**config.mk**
```make
export PLATFORM = sky130hd
export DESIGN_NAME = tawd_watchdog
export DESIGN_NICKNAME = d
export VERILOG_FILES = /design/src/verilog/tawd_pkg.sv /design/src/verilog/tawd_watchdog.sv /design/src/verilog/tawd_fault_queue.sv
export SDC_FILE = /design/constraint.sdc
export NUM_CORES = 1
export LEC_CHECK = 0
export BUFFER_PORTS_ARGS = -buffer_cell sky130_fd_sc_hd__buf_2
export CAP_MARGIN = 20
export CORE_MARGIN = 2
export CORE_UTILIZATION = 51
export CTS_CLUSTER_SIZE = 24
export DETAILED_ROUTE_END_ITERATION = 10
export HOLD_SLACK_MARGIN = 0.12
export PLACE_DENSITY = 0.76
export RECOVER_POWER = 100
export SYNTH_ARGS = -nofsm -noshare
export SYNTH_HDL_FRONTEND = slang
export SYNTH_SLANG_ARGS = --single-unit
```
**constraint.sdc**
```tcl
create_clock -name core_clk -period 2.28 [get_ports core_clk]
set_input_delay 0.114 -clock core_clk [delete_from_list [all_inputs] [get_ports core_clk]]
set_output_delay 0.114 -clock core_clk [all_outputs]
set_load 0.005 [all_outputs]
```
**src/verilog/tawd_pkg.sv**
```systemverilog
package tawd_pkg;

   ////////////////////////////////////////////////////////////////////////
   // clock and conversion timing
   localparam int CLK_FREQ_HZ    = 200_000_000;
   localparam int US_PER_S       = 1_000_000;
   localparam int US_PER_MS      = 1000;
   localparam int CYC_PER_US     = CLK_FREQ_HZ / US_PER_S;
   localparam int CONV_FIRST_MS  = 33;
   localparam int CONV_FIRST_US  = CONV_FIRST_MS * US_PER_MS;
   localparam int RATE0_MS       = 100;
   localparam int RATE1_MS       = 8000;
   localparam int RATE2_MS       = 1000;
   localparam int RATE3_PER_S    = 30;
   localparam int RATE0_US       = RATE0_MS * US_PER_MS;
   localparam int RATE1_US       = RATE1_MS * US_PER_MS;
   localparam int RATE2_US       = RATE2_MS * US_PER_MS;
   localparam int RATE3_US       = US_PER_S / RATE3_PER_S;
   localparam int CONV_CNT_W     = 24;

   ////////////////////////////////////////////////////////////////////////
   // register indices, byte address is four times the index
   localparam int          WB_ADR_W  = 10;
   localparam logic [7:0]  PTR_TEMP  = 8'h00;
   localparam logic [7:0]  PTR_CONF  = 8'h01;
   localparam logic [7:0]  PTR_THYST = 8'h02;
   localparam logic [7:0]  PTR_TOS   = 8'h03;
   localparam logic [7:0]  PTR_ID    = 8'h05;
   localparam logic [7:0]  PTR_STAT  = 8'h08;

   ////////////////////////////////////////////////////////////////////////
   // reset values and field positions
   localparam logic [7:0]  CONF_RST  = 8'h00;
   localparam logic [15:0] TOS_RST   = 16'h5000;
   localparam logic [15:0] THYST_RST = 16'h4B00;
   localparam int          LIM_LSB   = 7;
   localparam int          TEMP_W    = 13;
   localparam int          TEMP_LSB  = 3;
   localparam int          TCMP_LSB  = 4;
   localparam logic [3:0]  ADDR_FIXED = 4'h9;

   ////////////////////////////////////////////////////////////////////////
   // fault queue counts
   localparam logic [2:0]  FQ_CNT0 = 3'h1;
   localparam logic [2:0]  FQ_CNT1 = 3'h2;
   localparam logic [2:0]  FQ_CNT2 = 3'h4;
   localparam logic [2:0]  FQ_CNT3 = 3'h6;

   ////////////////////////////////////////////////////////////////////////
   // types
   typedef struct packed {
      logic       reserved;
      logic [1:0] rate_sel;
      logic [1:0] fault_queue_sel;
      logic       alarm_polarity;
      logic       alarm_mode_sel;
      logic       shutdown;
   } tawd_conf_t;

   typedef struct packed {
      logic       hunt_low;
      logic       alarm;
      logic       temp_valid;
      logic       converting;
   } tawd_stat_t;

   typedef enum logic [1:0] {
      LK_IDLE,
      LK_ADDR,
      LK_ACK_WAIT,
      LK_ACK_DRIVE
   } tawd_link_st_t;

endpackage

```
**src/verilog/tawd_watchdog.sv**
```systemverilog
`timescale 1ns/1ps
module tawd_watchdog #(
   parameter logic [7:0] ID_CODE       = 8'h5A, // arbitrary value
   parameter int         CONV_FIRST_US = tawd_pkg::CONV_FIRST_US,
   parameter int         RATE0_US      = tawd_pkg::RATE0_US,
   parameter int         RATE1_US      = tawd_pkg::RATE1_US,
   parameter int         RATE2_US      = tawd_pkg::RATE2_US,
   parameter int         RATE3_US      = tawd_pkg::RATE3_US
) (
   input  wire logic                          core_clk,
   input  wire logic                          rst_b,
   input  wire logic [tawd_pkg::WB_ADR_W-1:0] wb_adr_i,
   input  wire logic [31:0]                   wb_dat_i,
   input  wire logic [3:0]                    wb_sel_i,
   input  wire logic                          wb_we_i,
   input  wire logic                          wb_cyc_i,
   input  wire logic                          wb_stb_i,
   output logic      [31:0]                   wb_dat_o,
   output logic                               wb_ack_o,
   input  wire logic [tawd_pkg::TEMP_W-1:0]   adc_result,
   input  wire logic                          addr_pin_two,
   input  wire logic                          addr_pin_one,
   input  wire logic                          addr_pin_zero,
   input  wire logic                          scl_i,
   input  wire logic                          sda_i,
   output logic                               sda_o,
   output logic                               sda_oe_n,
   output logic                               thermal_alarm_out_o,
   output logic                               thermal_alarm_out_oe_n
);

   ////////////////////////////////////////////////////////////////////////
   // register bus decode
   tawd_pkg::tawd_conf_t          conf;
   tawd_pkg::tawd_stat_t          stat;
   logic [8:0]                    tos_lim;
   logic [8:0]                    thyst_lim;
   logic [tawd_pkg::TEMP_W-1:0]   temp;
   logic                          temp_valid;
   logic                          alarm;
   logic                          hunt_low;
   logic                          link_read;

   wire        wb_req   = wb_cyc_i & wb_stb_i & ~wb_ack_o;
   wire [7:0]  ptr      = wb_adr_i[tawd_pkg::WB_ADR_W-1:2];
   wire        wr       = wb_req & wb_we_i;
   wire        rd       = wb_req & ~wb_we_i;
   wire        sel_temp = (ptr == tawd_pkg::PTR_TEMP);
   wire        sel_conf = (ptr == tawd_pkg::PTR_CONF);
   wire        sel_thys = (ptr == tawd_pkg::PTR_THYST);
   wire        sel_tos  = (ptr == tawd_pkg::PTR_TOS);
   wire        sel_id   = (ptr == tawd_pkg::PTR_ID);
   wire        sel_stat = (ptr == tawd_pkg::PTR_STAT);
   wire        mapped   = sel_temp | sel_conf | sel_thys | sel_tos |
                          sel_id | sel_stat;
   wire        reg_read = (rd & mapped) | link_read;
   wire [15:0] temp_word  = {temp, 3'h0};
   wire [15:0] tos_word   = {tos_lim, 7'h00};
   wire [15:0] thyst_word = {thyst_lim, 7'h00};

   assign stat.hunt_low   = hunt_low;
   assign stat.alarm      = alarm;
   assign stat.temp_valid = temp_valid;
   assign stat.converting = ~conf.shutdown;

   // unmapped indices answer with zero data and ignore writes
   wire [31:0] rd_word =
      sel_temp ? {16'h0000, temp_word} :
      sel_conf ? {24'h000000, conf} :
      sel_thys ? {16'h0000, thyst_word} :
      sel_tos  ? {16'h0000, tos_word} :
      sel_id   ? {24'h000000, ID_CODE} :
      sel_stat ? {28'h0000000, stat} : 32'h00000000;

   always_ff @(posedge core_clk) begin
      if (!rst_b) begin
         wb_ack_o <= 1'b0;
         wb_dat_o <= 32'h00000000;
      end else begin
         wb_ack_o <= wb_req;
         if (rd) begin
            wb_dat_o <= rd_word;
         end
      end
   end

   // bus writes land while shutdown too; only conversions stop
   always_ff @(posedge core_clk) begin
      if (!rst_b) begin
         conf      <= tawd_pkg::CONF_RST;
         tos_lim   <= tawd_pkg::TOS_RST[15:7];
         thyst_lim <= tawd_pkg::THYST_RST[15:7];
      end else if (wr) begin
         if (sel_conf && wb_sel_i[0]) begin
            conf <= wb_dat_i[7:0];
         end
         if (sel_tos && wb_sel_i[0]) begin
            tos_lim[0] <= wb_dat_i[tawd_pkg::LIM_LSB];
         end
         if (sel_tos && wb_sel_i[1]) begin
            tos_lim[8:1] <= wb_dat_i[15:8];
         end
         if (sel_thys && wb_sel_i[0]) begin
            thyst_lim[0] <= wb_dat_i[tawd_pkg::LIM_LSB];
         end
         if (sel_thys && wb_sel_i[1]) begin
            thyst_lim[8:1] <= wb_dat_i[15:8];
         end
      end
   end

   ////////////////////////////////////////////////////////////////////////
   // conversion timing on a microsecond enable
   logic [7:0]                      us_cnt;
   logic                            us_tick;
   logic [tawd_pkg::CONV_CNT_W-1:0] conv_cnt;
   logic [tawd_pkg::CONV_CNT_W-1:0] conv_target;
   logic                            first_conv;
   logic                            conv_done;
   logic                            eval_stb;

   always_comb begin
      case (conf.rate_sel)
         2'h0:    conv_target = tawd_pkg::CONV_CNT_W'(RATE0_US - 1);
         2'h1:    conv_target = tawd_pkg::CONV_CNT_W'(RATE1_US - 1);
         2'h2:    conv_target = tawd_pkg::CONV_CNT_W'(RATE2_US - 1);
         2'h3:    conv_target = tawd_pkg::CONV_CNT_W'(RATE3_US - 1);
         default: conv_target = tawd_pkg::CONV_CNT_W'(RATE0_US - 1);
      endcase
      if (first_conv) begin
         conv_target = tawd_pkg::CONV_CNT_W'(CONV_FIRST_US - 1);
      end
   end

   always_ff @(posedge core_clk) begin
      if (!rst_b) begin
         us_cnt  <= 8'h00;
         us_tick <= 1'b0;
      end else begin
         us_tick <= (us_cnt == 8'(tawd_pkg::CYC_PER_US - 1));
         if (us_cnt == 8'(tawd_pkg::CYC_PER_US - 1)) begin
            us_cnt <= 8'h00;
         end else begin
            us_cnt <= us_cnt + 8'h01;
         end
      end
   end

   // leaving shutdown starts a fresh conversion from zero
   always_ff @(posedge core_clk) begin
      if (!rst_b) begin
         conv_cnt   <= '0;
         first_conv <= 1'b1;
         conv_done  <= 1'b0;
      end else begin
         conv_done <= 1'b0;
         if (conf.shutdown) begin
            conv_cnt <= '0;
         end else if (us_tick) begin
            if (conv_cnt >= conv_target) begin
               conv_cnt   <= '0;
               first_conv <= 1'b0;
               conv_done  <= 1'b1;
            end else begin
               conv_cnt <= conv_cnt + 1'b1;
            end
         end
      end
   end

   // comparison runs one cycle after conv_done, in the first cycle temp holds the result
   always_ff @(posedge core_clk) begin
      if (!rst_b) begin
         temp       <= '0;
         temp_valid <= 1'b0;
         eval_stb   <= 1'b0;
      end else begin
         eval_stb <= conv_done;
         if (conv_done) begin
            temp       <= adc_result;
            temp_valid <= 1'b1;
         end
      end
   end

   ////////////////////////////////////////////////////////////////////////
   // watchdog comparison and alarm state
   logic       sdn_q;
   logic [2:0] set_q;
   logic       fire;

   wire [8:0] temp9     = temp[tawd_pkg::TEMP_W-1:tawd_pkg::TCMP_LSB];
   wire       over      = $signed(temp9) > $signed(tos_lim);
   wire       under     = $signed(temp9) < $signed(thyst_lim);
   wire       int_mode  = conf.alarm_mode_sel;
   wire       cmp_trip  = alarm ? under : over;
   wire       int_trip  = hunt_low ? under : over;
   wire       trip      = int_mode ? int_trip : cmp_trip;
   wire [2:0] set_now   = {conf.alarm_mode_sel, conf.fault_queue_sel};
   wire       set_chg   = (set_now != set_q);
   wire       sdn_entry = conf.shutdown & ~sdn_q;

   tawd_fault_queue u_fault_queue (
      .core_clk        (core_clk),
      .rst_b           (rst_b),
      .eval_stb        (eval_stb),
      .trip            (trip),
      .restart         (set_chg),
      .fault_queue_sel (conf.fault_queue_sel),
      .fire            (fire)
   );

   always_ff @(posedge core_clk) begin
      if (!rst_b) begin
         sdn_q <= 1'b0;
         set_q <= 3'h0;
      end else begin
         sdn_q <= conf.shutdown;
         set_q <= set_now;
      end
   end

   // a new fault beats a same-cycle read or shutdown clear
   always_ff @(posedge core_clk) begin
      if (!rst_b) begin
         alarm    <= 1'b0;
         hunt_low <= 1'b0;
      end else if (set_chg) begin
         alarm    <= 1'b0;
         hunt_low <= 1'b0;
      end else if (fire) begin
         if (int_mode) begin
            alarm    <= 1'b1;
            hunt_low <= ~hunt_low;
         end else begin
            alarm <= ~alarm;
         end
      end else if (int_mode && (reg_read || sdn_entry)) begin
         alarm <= 1'b0;
      end
   end

   // pin level is only valid while tos stays above thyst
   always_ff @(posedge core_clk) begin
      if (!rst_b) begin
         thermal_alarm_out_oe_n <= 1'b1;
      end else begin
         thermal_alarm_out_oe_n <= ~(alarm ^ conf.alarm_polarity);
      end
   end

   assign thermal_alarm_out_o = 1'b0;

   ////////////////////////////////////////////////////////////////////////
   // serial link: address recognition and acknowledge
   logic [2:0]              pin_meta;
   logic [2:0]              pin_sync;
   logic [1:0]              scl_ff;
   logic [1:0]              sda_ff;
   logic                    scl_d;
   logic                    sda_d;
   logic [7:0]              shreg;
   logic [2:0]              bit_cnt;
   logic                    rw_bit;
   tawd_pkg::tawd_link_st_t lk_st;

   wire [6:0] slave_addr = {tawd_pkg::ADDR_FIXED, pin_sync};
   wire       scl_s      = scl_ff[1];
   wire       sda_s      = sda_ff[1];
   wire       scl_rise   = scl_s & ~scl_d;
   wire       scl_fall   = ~scl_s & scl_d;
   wire       start_c    = scl_s & scl_d & sda_d & ~sda_s;
   wire       stop_c     = scl_s & scl_d & ~sda_d & sda_s;
   wire [7:0] next_shreg = {shreg[6:0], sda_s};

   always_ff @(posedge core_clk) begin
      if (!rst_b) begin
         pin_meta <= 3'h0;
         pin_sync <= 3'h0;
         scl_ff   <= 2'h3;
         sda_ff   <= 2'h3;
         scl_d    <= 1'b1;
         sda_d    <= 1'b1;
      end else begin
         pin_meta <= {addr_pin_two, addr_pin_one, addr_pin_zero};
         pin_sync <= pin_meta;
         scl_ff   <= {scl_ff[0], scl_i};
         sda_ff   <= {sda_ff[0], sda_i};
         scl_d    <= scl_s;
         sda_d    <= sda_s;
      end
   end

   // the link answers in shutdown as well, it never waits on conversion
   always_ff @(posedge core_clk) begin
      if (!rst_b) begin
         lk_st     <= tawd_pkg::LK_IDLE;
         shreg     <= 8'h00;
         bit_cnt   <= 3'h0;
         rw_bit    <= 1'b0;
         link_read <= 1'b0;
      end else begin
         link_read <= 1'b0;
         if (start_c) begin
            lk_st   <= tawd_pkg::LK_ADDR;
            bit_cnt <= 3'h0;
         end else if (stop_c) begin
            lk_st <= tawd_pkg::LK_IDLE;
         end else begin
            case (lk_st)
               tawd_pkg::LK_ADDR: begin
                  if (scl_rise) begin
                     shreg   <= next_shreg;
                     bit_cnt <= bit_cnt + 3'h1;
                     if (bit_cnt == 3'h7) begin
                        rw_bit <= next_shreg[0];
                        lk_st  <= (next_shreg[7:1] == slave_addr) ?
                                  tawd_pkg::LK_ACK_WAIT :
                                  tawd_pkg::LK_IDLE;
                     end
                  end
               end
               tawd_pkg::LK_ACK_WAIT: begin
                  if (scl_fall) begin
                     lk_st     <= tawd_pkg::LK_ACK_DRIVE;
                     link_read <= rw_bit;
                  end
               end
               tawd_pkg::LK_ACK_DRIVE: begin
                  if (scl_fall) begin
                     lk_st <= tawd_pkg::LK_IDLE;
                  end
               end
               default: lk_st <= tawd_pkg::LK_IDLE;
            endcase
         end
      end
   end

   // only the address phase is served here, data bytes are not answered at all
   assign sda_oe_n = (lk_st != tawd_pkg::LK_ACK_DRIVE);
   assign sda_o    = 1'b0;

endmodule

```
**src/verilog/tawd_fault_queue.sv**
```systemverilog
`timescale 1ns/1ps
module tawd_fault_queue (
   input  wire logic       core_clk,
   input  wire logic       rst_b,
   input  wire logic       eval_stb,
   input  wire logic       trip,
   input  wire logic       restart,
   input  wire logic [1:0] fault_queue_sel,
   output logic            fire
);

   logic [2:0] cnt;
   logic [2:0] need;
   logic [2:0] cnt_inc;

   always_comb begin
      case (fault_queue_sel)
         2'h0:    need = tawd_pkg::FQ_CNT0;
         2'h1:    need = tawd_pkg::FQ_CNT1;
         2'h2:    need = tawd_pkg::FQ_CNT2;
         2'h3:    need = tawd_pkg::FQ_CNT3;
         default: need = tawd_pkg::FQ_CNT0;
      endcase
   end

   assign cnt_inc = cnt + 3'h1;

   // a count restarts on any miss, so only unbroken runs can fire
   always_ff @(posedge core_clk) begin
      if (!rst_b) begin
         cnt  <= 3'h0;
         fire <= 1'b0;
      end else begin
         fire <= 1'b0;
         if (restart) begin
            cnt <= 3'h0;
         end else if (eval_stb) begin
            if (!trip) begin
               cnt <= 3'h0;
            end else if (cnt_inc >= need) begin
               cnt  <= 3'h0;
               fire <= 1'b1;
            end else begin
               cnt <= cnt_inc;
            end
         end
      end
   end

endmodule

```
Yosys cells after proc, flatten, opt, wreduce, memory -nomap -nowiden. Cells that the tools add are included.

Latch bits: 0. Memories: 0. Bits in registers: 146. ROM bits: 0. Word-level logic and storage cells: 172. Output and inout bits: 37. Bits in writable memories: 0. Bits of input ports: 69.

Multiply operators: 0. Equal/unequal tests: 27. Bitwise gates (word level): 39. Div/mod/pow operators: 0. Magnitude comparators: 4. Add/sub/neg operators: 4. Reduce and logical (&&, ||, !) cells: 31. Shift operators: 0. Mux-type cells: 28.

Operator list (number): $pmux 24 s4 (1); $mux 16 (4); $mux 24 (2); $add 24x1->24 const B (1); $ge 24x24->1 (1); $not 1->1 (19); $eq 8x2->1 const B (2); $ne 4x4->1 const B (4); $and 1x1->1 (13); $eq 2x2->1 const B (6); $pmux 3 s4 (1); $reduce_and 2->1 (6); $reduce_and 4->1 (3); $mux 1 (10); $mux 2 (5); $ne 2x2->1 const B (5); $gt 9x9->1 (1); $lt 9x9->1 (1); $add 8x1->8 const B (1); $eq 8x1->1 const B (1); $eq 8x3->1 const B (1); $eq 8x4->1 const B (1); $eq 8x8->1 const B (1); $logic_not 8->1 (1); other kinds (22) (42).

Depth between registers and ports, before layout.
Depth after elaboration: 12. Gate-level depth with buffers: 12. Mapped depth without buffers: 11.

Cells and area by module. A second synthesis with hierarchy kept.

Cell total of the unflattened synthesis: 726. Area total of the unflattened synthesis: 6653.9 µm².

By module, submodules not included: tawd_watchdog (cells an instance 695, area each 6386.1 µm², sequential area each 2522.4 µm², instances 1); tawd_fault_queue (cells an instance 31, area each 267.8 µm², sequential area each 80.1 µm², instances 1).

Least setup slack after synthesis. Ideal clock, no wire load.

Kind: register -> register. Start point: register conf[6] (netlist name). End point: register conv_cnt[16] (netlist name). Path slack: -0.159 ns. Library setup time: 0.132 ns. Data required time: 2.148 ns. Cell stages (with the launch flop): 11. Period minus slack after synthesis: 2.439 ns. Arrival time: 2.307 ns. Path through: dfxtp_1 > inv_1 > ha_1 > or2_2 > ha_1 > nor4bb_1 > nor4bb_1 > a2bb2oi_2 > a21boi_1 > buf_2 > nor3_1.

Word-level cells in the longest chain between the ends: 5. Elaborated cells on any way between the ends: 8. Those cells by class: 1 x order compare; 3 x eq/ne; 3 x mux; 1 x reduce/logical.

RTL lines: from (decl) (RTL line tawd_watchdog.sv:34) `tawd_pkg::tawd_conf_t conf;`; from (signal assigned) (RTL line tawd_watchdog.sv:90) `conf <= tawd_pkg::CONF_RST;`; from (signal assigned) (RTL line tawd_watchdog.sv:95) `conf <= wb_dat_i[7:0];`; $eq 2x2->1 (tied with other cells) (RTL line tawd_watchdog.sv:123) `case (conf.rate_sel)`; $pmux 24 s4 * (RTL line tawd_watchdog.sv:123); $mux 24 * (RTL line tawd_watchdog.sv:130) `if (first_conv) begin`; $ge 24x24->1 * (RTL line tawd_watchdog.sv:160) `if (conv_cnt >= conv_target) begin`; $mux 24 * (RTL line tawd_watchdog.sv:160); to (signal assigned) (RTL line tawd_watchdog.sv:165) `conv_cnt <= conv_cnt + 1'b1;`; to (decl) (RTL line tawd_watchdog.sv:116) `logic [tawd_pkg::CONV_CNT_W-1:0] conv_cnt;`.

Mark *: on every way between the ends. The rest lies on a longest branch, timed or not. The select of a mux whose other input is x is not followed. A chain may end at the register's enable or synchronous reset.

Worst setup path in the final report.
Start point: register conf[6] (netlist name). End point: register conv_cnt[11] (netlist name).

Same word-level chain as after synthesis.

==> metrics <==
clock buffer depth=2; fmax=0.406 GHz; DRC errors left=0; Seq cells post-synth=130; final-report hold violation count=0; Post-DP Area=~7000 µm²; Reg power frac=approximately two fifths; most frequent cells in the layout=dfxtp_1 (127), nor2_1 (78), buf_2 (65); CTS sink cnt=between 100 and 150; drt first pass iters=5; Design Area, Final=8480 µm²; most common cell after layout, fill and taps aside=dfxtp_1; Layout Utilization=roughly two thirds; Synth cell types=56; peak supply drop=0.493 mV; RSZ-0062 raised after global routing=yes; Sequential Area=2610 µm²; Layout Nets=roughly 990; final WL=around 17 mm; Final HPWL DP=around 11 mm; Rows=41; multi-input logic area=3880 µm²; Int Pwr=about 4.5 mW; via count=~5700; setup_tns=-3.99 ns; EDFF count, synth=0; Cell Pwr Density=approximately 660 nW/µm²; Yosys warning count=0; Hold WS=about 0.16 ns; leak pwr=roughly 3.6 nW; CORE AREA=between 10000 and 15000 µm²; Area Overhead vs Synth=28.4%; antenna violations before repair=0; Yosys top cell area share=approximately two fifths; largest net degree at the start of global routing=between 60 and 70; status=finished, violations left; vias in the first global route=between 5000 and 6000; Worst-path clk slew=~0.060 ns; Critical Path RT=between 2 and 3 ns; H-tree depth=4; Antenna Nets Post-Route=0; Clock Power Share=a little over half; P_sw=between 1 and 1.5 mW; GRT Residual Overflow=0; die area=about 14000 µm²; port bufs=67; Die X=118 µm; sw frac=a little over 20%; fin crit share=108%; Slowest-stage cell, CP=dfxtp_4; CTS tree=yes; post-synthesis sequential area ratio=approximately two fifths; Boundary Pins=about 110; number of max-cap violations=0; Syn Area/Cell=a little under 9 µm²; layout cell share with drive strength beyond 1=approximately a fifth; Worst-Skew Late Latency=between 0.4 and 0.5 ns; critical path class=reg -> reg; peak per-stage delay on the critical path=approximately 0.38 ns; ANT cells=0; filler cell count=between 900 and 1000; relative slew slack=about 14%; RePlAce Congestion=0.868; critical path, cell by cell=inv_6 > ha_4 > or2_4 > ha_4 > nor4bb_4 > nand3_1 > a21oi_1 > o31ai_2 > buf_4 > a21boi_4 > buf_6 > nor3_1; max-slew violation count=0; WL/cell=approximately 16 µm; vias per cell=5.44; initial core utilization=between 50% and 60%; CP arrival=around 2.7 ns; Detailed Route Iter0 Violations=between 400 and 500; total CTS buffers=17; startpoint types=register; failing checks=setup timing; most common cell type on the critical path=ha_4; pre-CTS setup slack=-0.169 ns; critical path fanouts, max=6; Tot GR Track Use=roughly 24%; first-pass GRT wire length=about 27 mm; minimum clock period=2.46 ns; Comb power frac=4.6%; Post-Syn Area=roughly 6600 µm²; Setup crit end kind=register; Die Ht=118 µm; final setup vio count=25; Post-synth top flop=dfxtp_1; post-route clock skew=0.00792 ns; clock root cell=clkbuf_16; Hold Path Class=in -> reg; leading area contributor after synthesis=dfxtp_1; Synth area leaders=dfxtp_1 (39%), ha_1 (10%), mux2i_1 (5.8%), nor2_1 (4.5%), a21oi_1 (3.4%); count of mapped cells out of synthesis=around 750; share of synthesized registers carrying an async set or reset=0%; Worst Tran Pin Value=about 1.3 ns; worst setup margin=-0.184 ns
stage by stage:
step,power (mW),std cells
5_1_grt,5.76,1054
3_5_place_dp,2.56,982
4_1_cts,5.62,1052
6_report,5.60,1054
3_3_place_gp,2.56,982
2_1_floorplan,2.50,763
worst max-delay path, delay by kind of cell, from the launching register on:
family	cells	cell delay, ns
buf+inv	3	0.38
compound gates	3	0.48
fa+ha+maj	2	0.42
simple gates	4	0.65
flops	1	0.38
what timing repair did:
item,CTS,global route
cloned,2,0
hold endpoints to repair,45,0
hold buffers,35,0
buffers inserted,1,2
pin swaps,3,5
setup endpoints to repair,26,27
gates resized for setup,28,21
synthesized netlist by cell type, drive strengths merged, types with 2 or more instances:
| cell type | n |
|---|---|
| dfxtp | 130 |
| nor2 | 80 |
| nand2 | 59 |
| ha | 54 |
| a21oi | 45 |
| mux2i | 38 |
| inv | 37 |
| nand3 | 33 |
| nor3 | 29 |
| o21ai | 26 |
| clkbuf | 25 |
| buf | 23 |
| xor2 | 22 |
| nand2b | 20 |
| xnor2 | 16 |
| a22oi | 11 |
| and2 | 11 |
| nand4 | 11 |
| and3 | 9 |
| nor2b | 8 |
| o211ai | 8 |
| and4 | 5 |
| nor4 | 5 |
| a211oi | 4 |
| a31oi | 4 |
| a21o | 3 |
| o21a | 3 |
| a221o | 2 |
| a22o | 2 |
| a2bb2oi | 2 |
| and3b | 2 |
| nand4b | 2 |
| nor4bb | 2 |
| o31ai | 2 |
| or2 | 2 |
final cells by class:
| class | instances | area share, % |
|---|---|---|
| clock inverters | 8 | 2.04 |
| flip-flops and latches | 130 | 30.8 |
| inverters | 37 | 1.73 |
| multi-input cells | 548 | 45.8 |
| clock buffers | 24 | 5.80 |
| repair buffers | 135 | 11.3 |
| well taps | 172 | 2.54 |
per-layer routing:
| metal | vias to the layer above | share of wire [%] | track usage, % |
|---|---|---|---|
| met5 | - | 0 | 0 |
| met4 | 0 | 3.6 | 11.0 |
| met3 | 50 | 5.6 | 5.86 |
| met2 | 203 | 49 | 41.2 |
| met1 | 2688 | 42 | 29.2 |
| li1 | 2796 | - | - |
kinds of logic after synthesis:
family,count (synthesis),synth area share [%]
AND/OR/NAND/NOR,282,21.6
buffers and inverters,85,6.88
XOR/XNOR,38,5.04
adder cells (fa/ha/maj),54,10.2
AO/OA/AOI/OAI,118,11.0
flip-flops,130,39.4
other,1,0.0568
multiplexers,38,5.76
path summary, 6_finish.rpt:
path | endpoint | cells past startpoint | slack [ns] | start
max | conv_cnt[11]$_SDFFE_PP0P_ | 12 | -0.18 | conf[6]$_SDFFE_PN0P_
max reg2reg | conv_cnt[11]$_SDFFE_PP0P_ | 12 | -0.18 | conf[6]$_SDFFE_PN0P_
min reg2reg | sda_ff[1]$_SDFF_PN1_ | 1 | 0.41 | sda_ff[0]$_SDFF_PN1_
min | wb_ack_o$_SDFF_PN0_ | 3 | 0.16 | wb_cyc_i
registers in the layout, summed over array words and instances, names as in the netlist, 7 cells and up:
register / flops
wb_dat_o: 16
conv_cnt: 24
shreg: 7
us_cnt: 8
tos_lim: 9
conf: 7
thyst_lim: 9
temp: 13
power groups by stage:
stage               sequential (mW)  clock, mW  combinational (mW)
global route                   2.31       3.17               0.283
global placement               2.35          0               0.202
CTS                            2.30       3.07               0.253
finish                         2.31       3.04               0.257
floorplan                      2.35          0               0.145
detailed placement             2.36          0               0.204
Note: power is estimated with default switching activity, not from simulation.
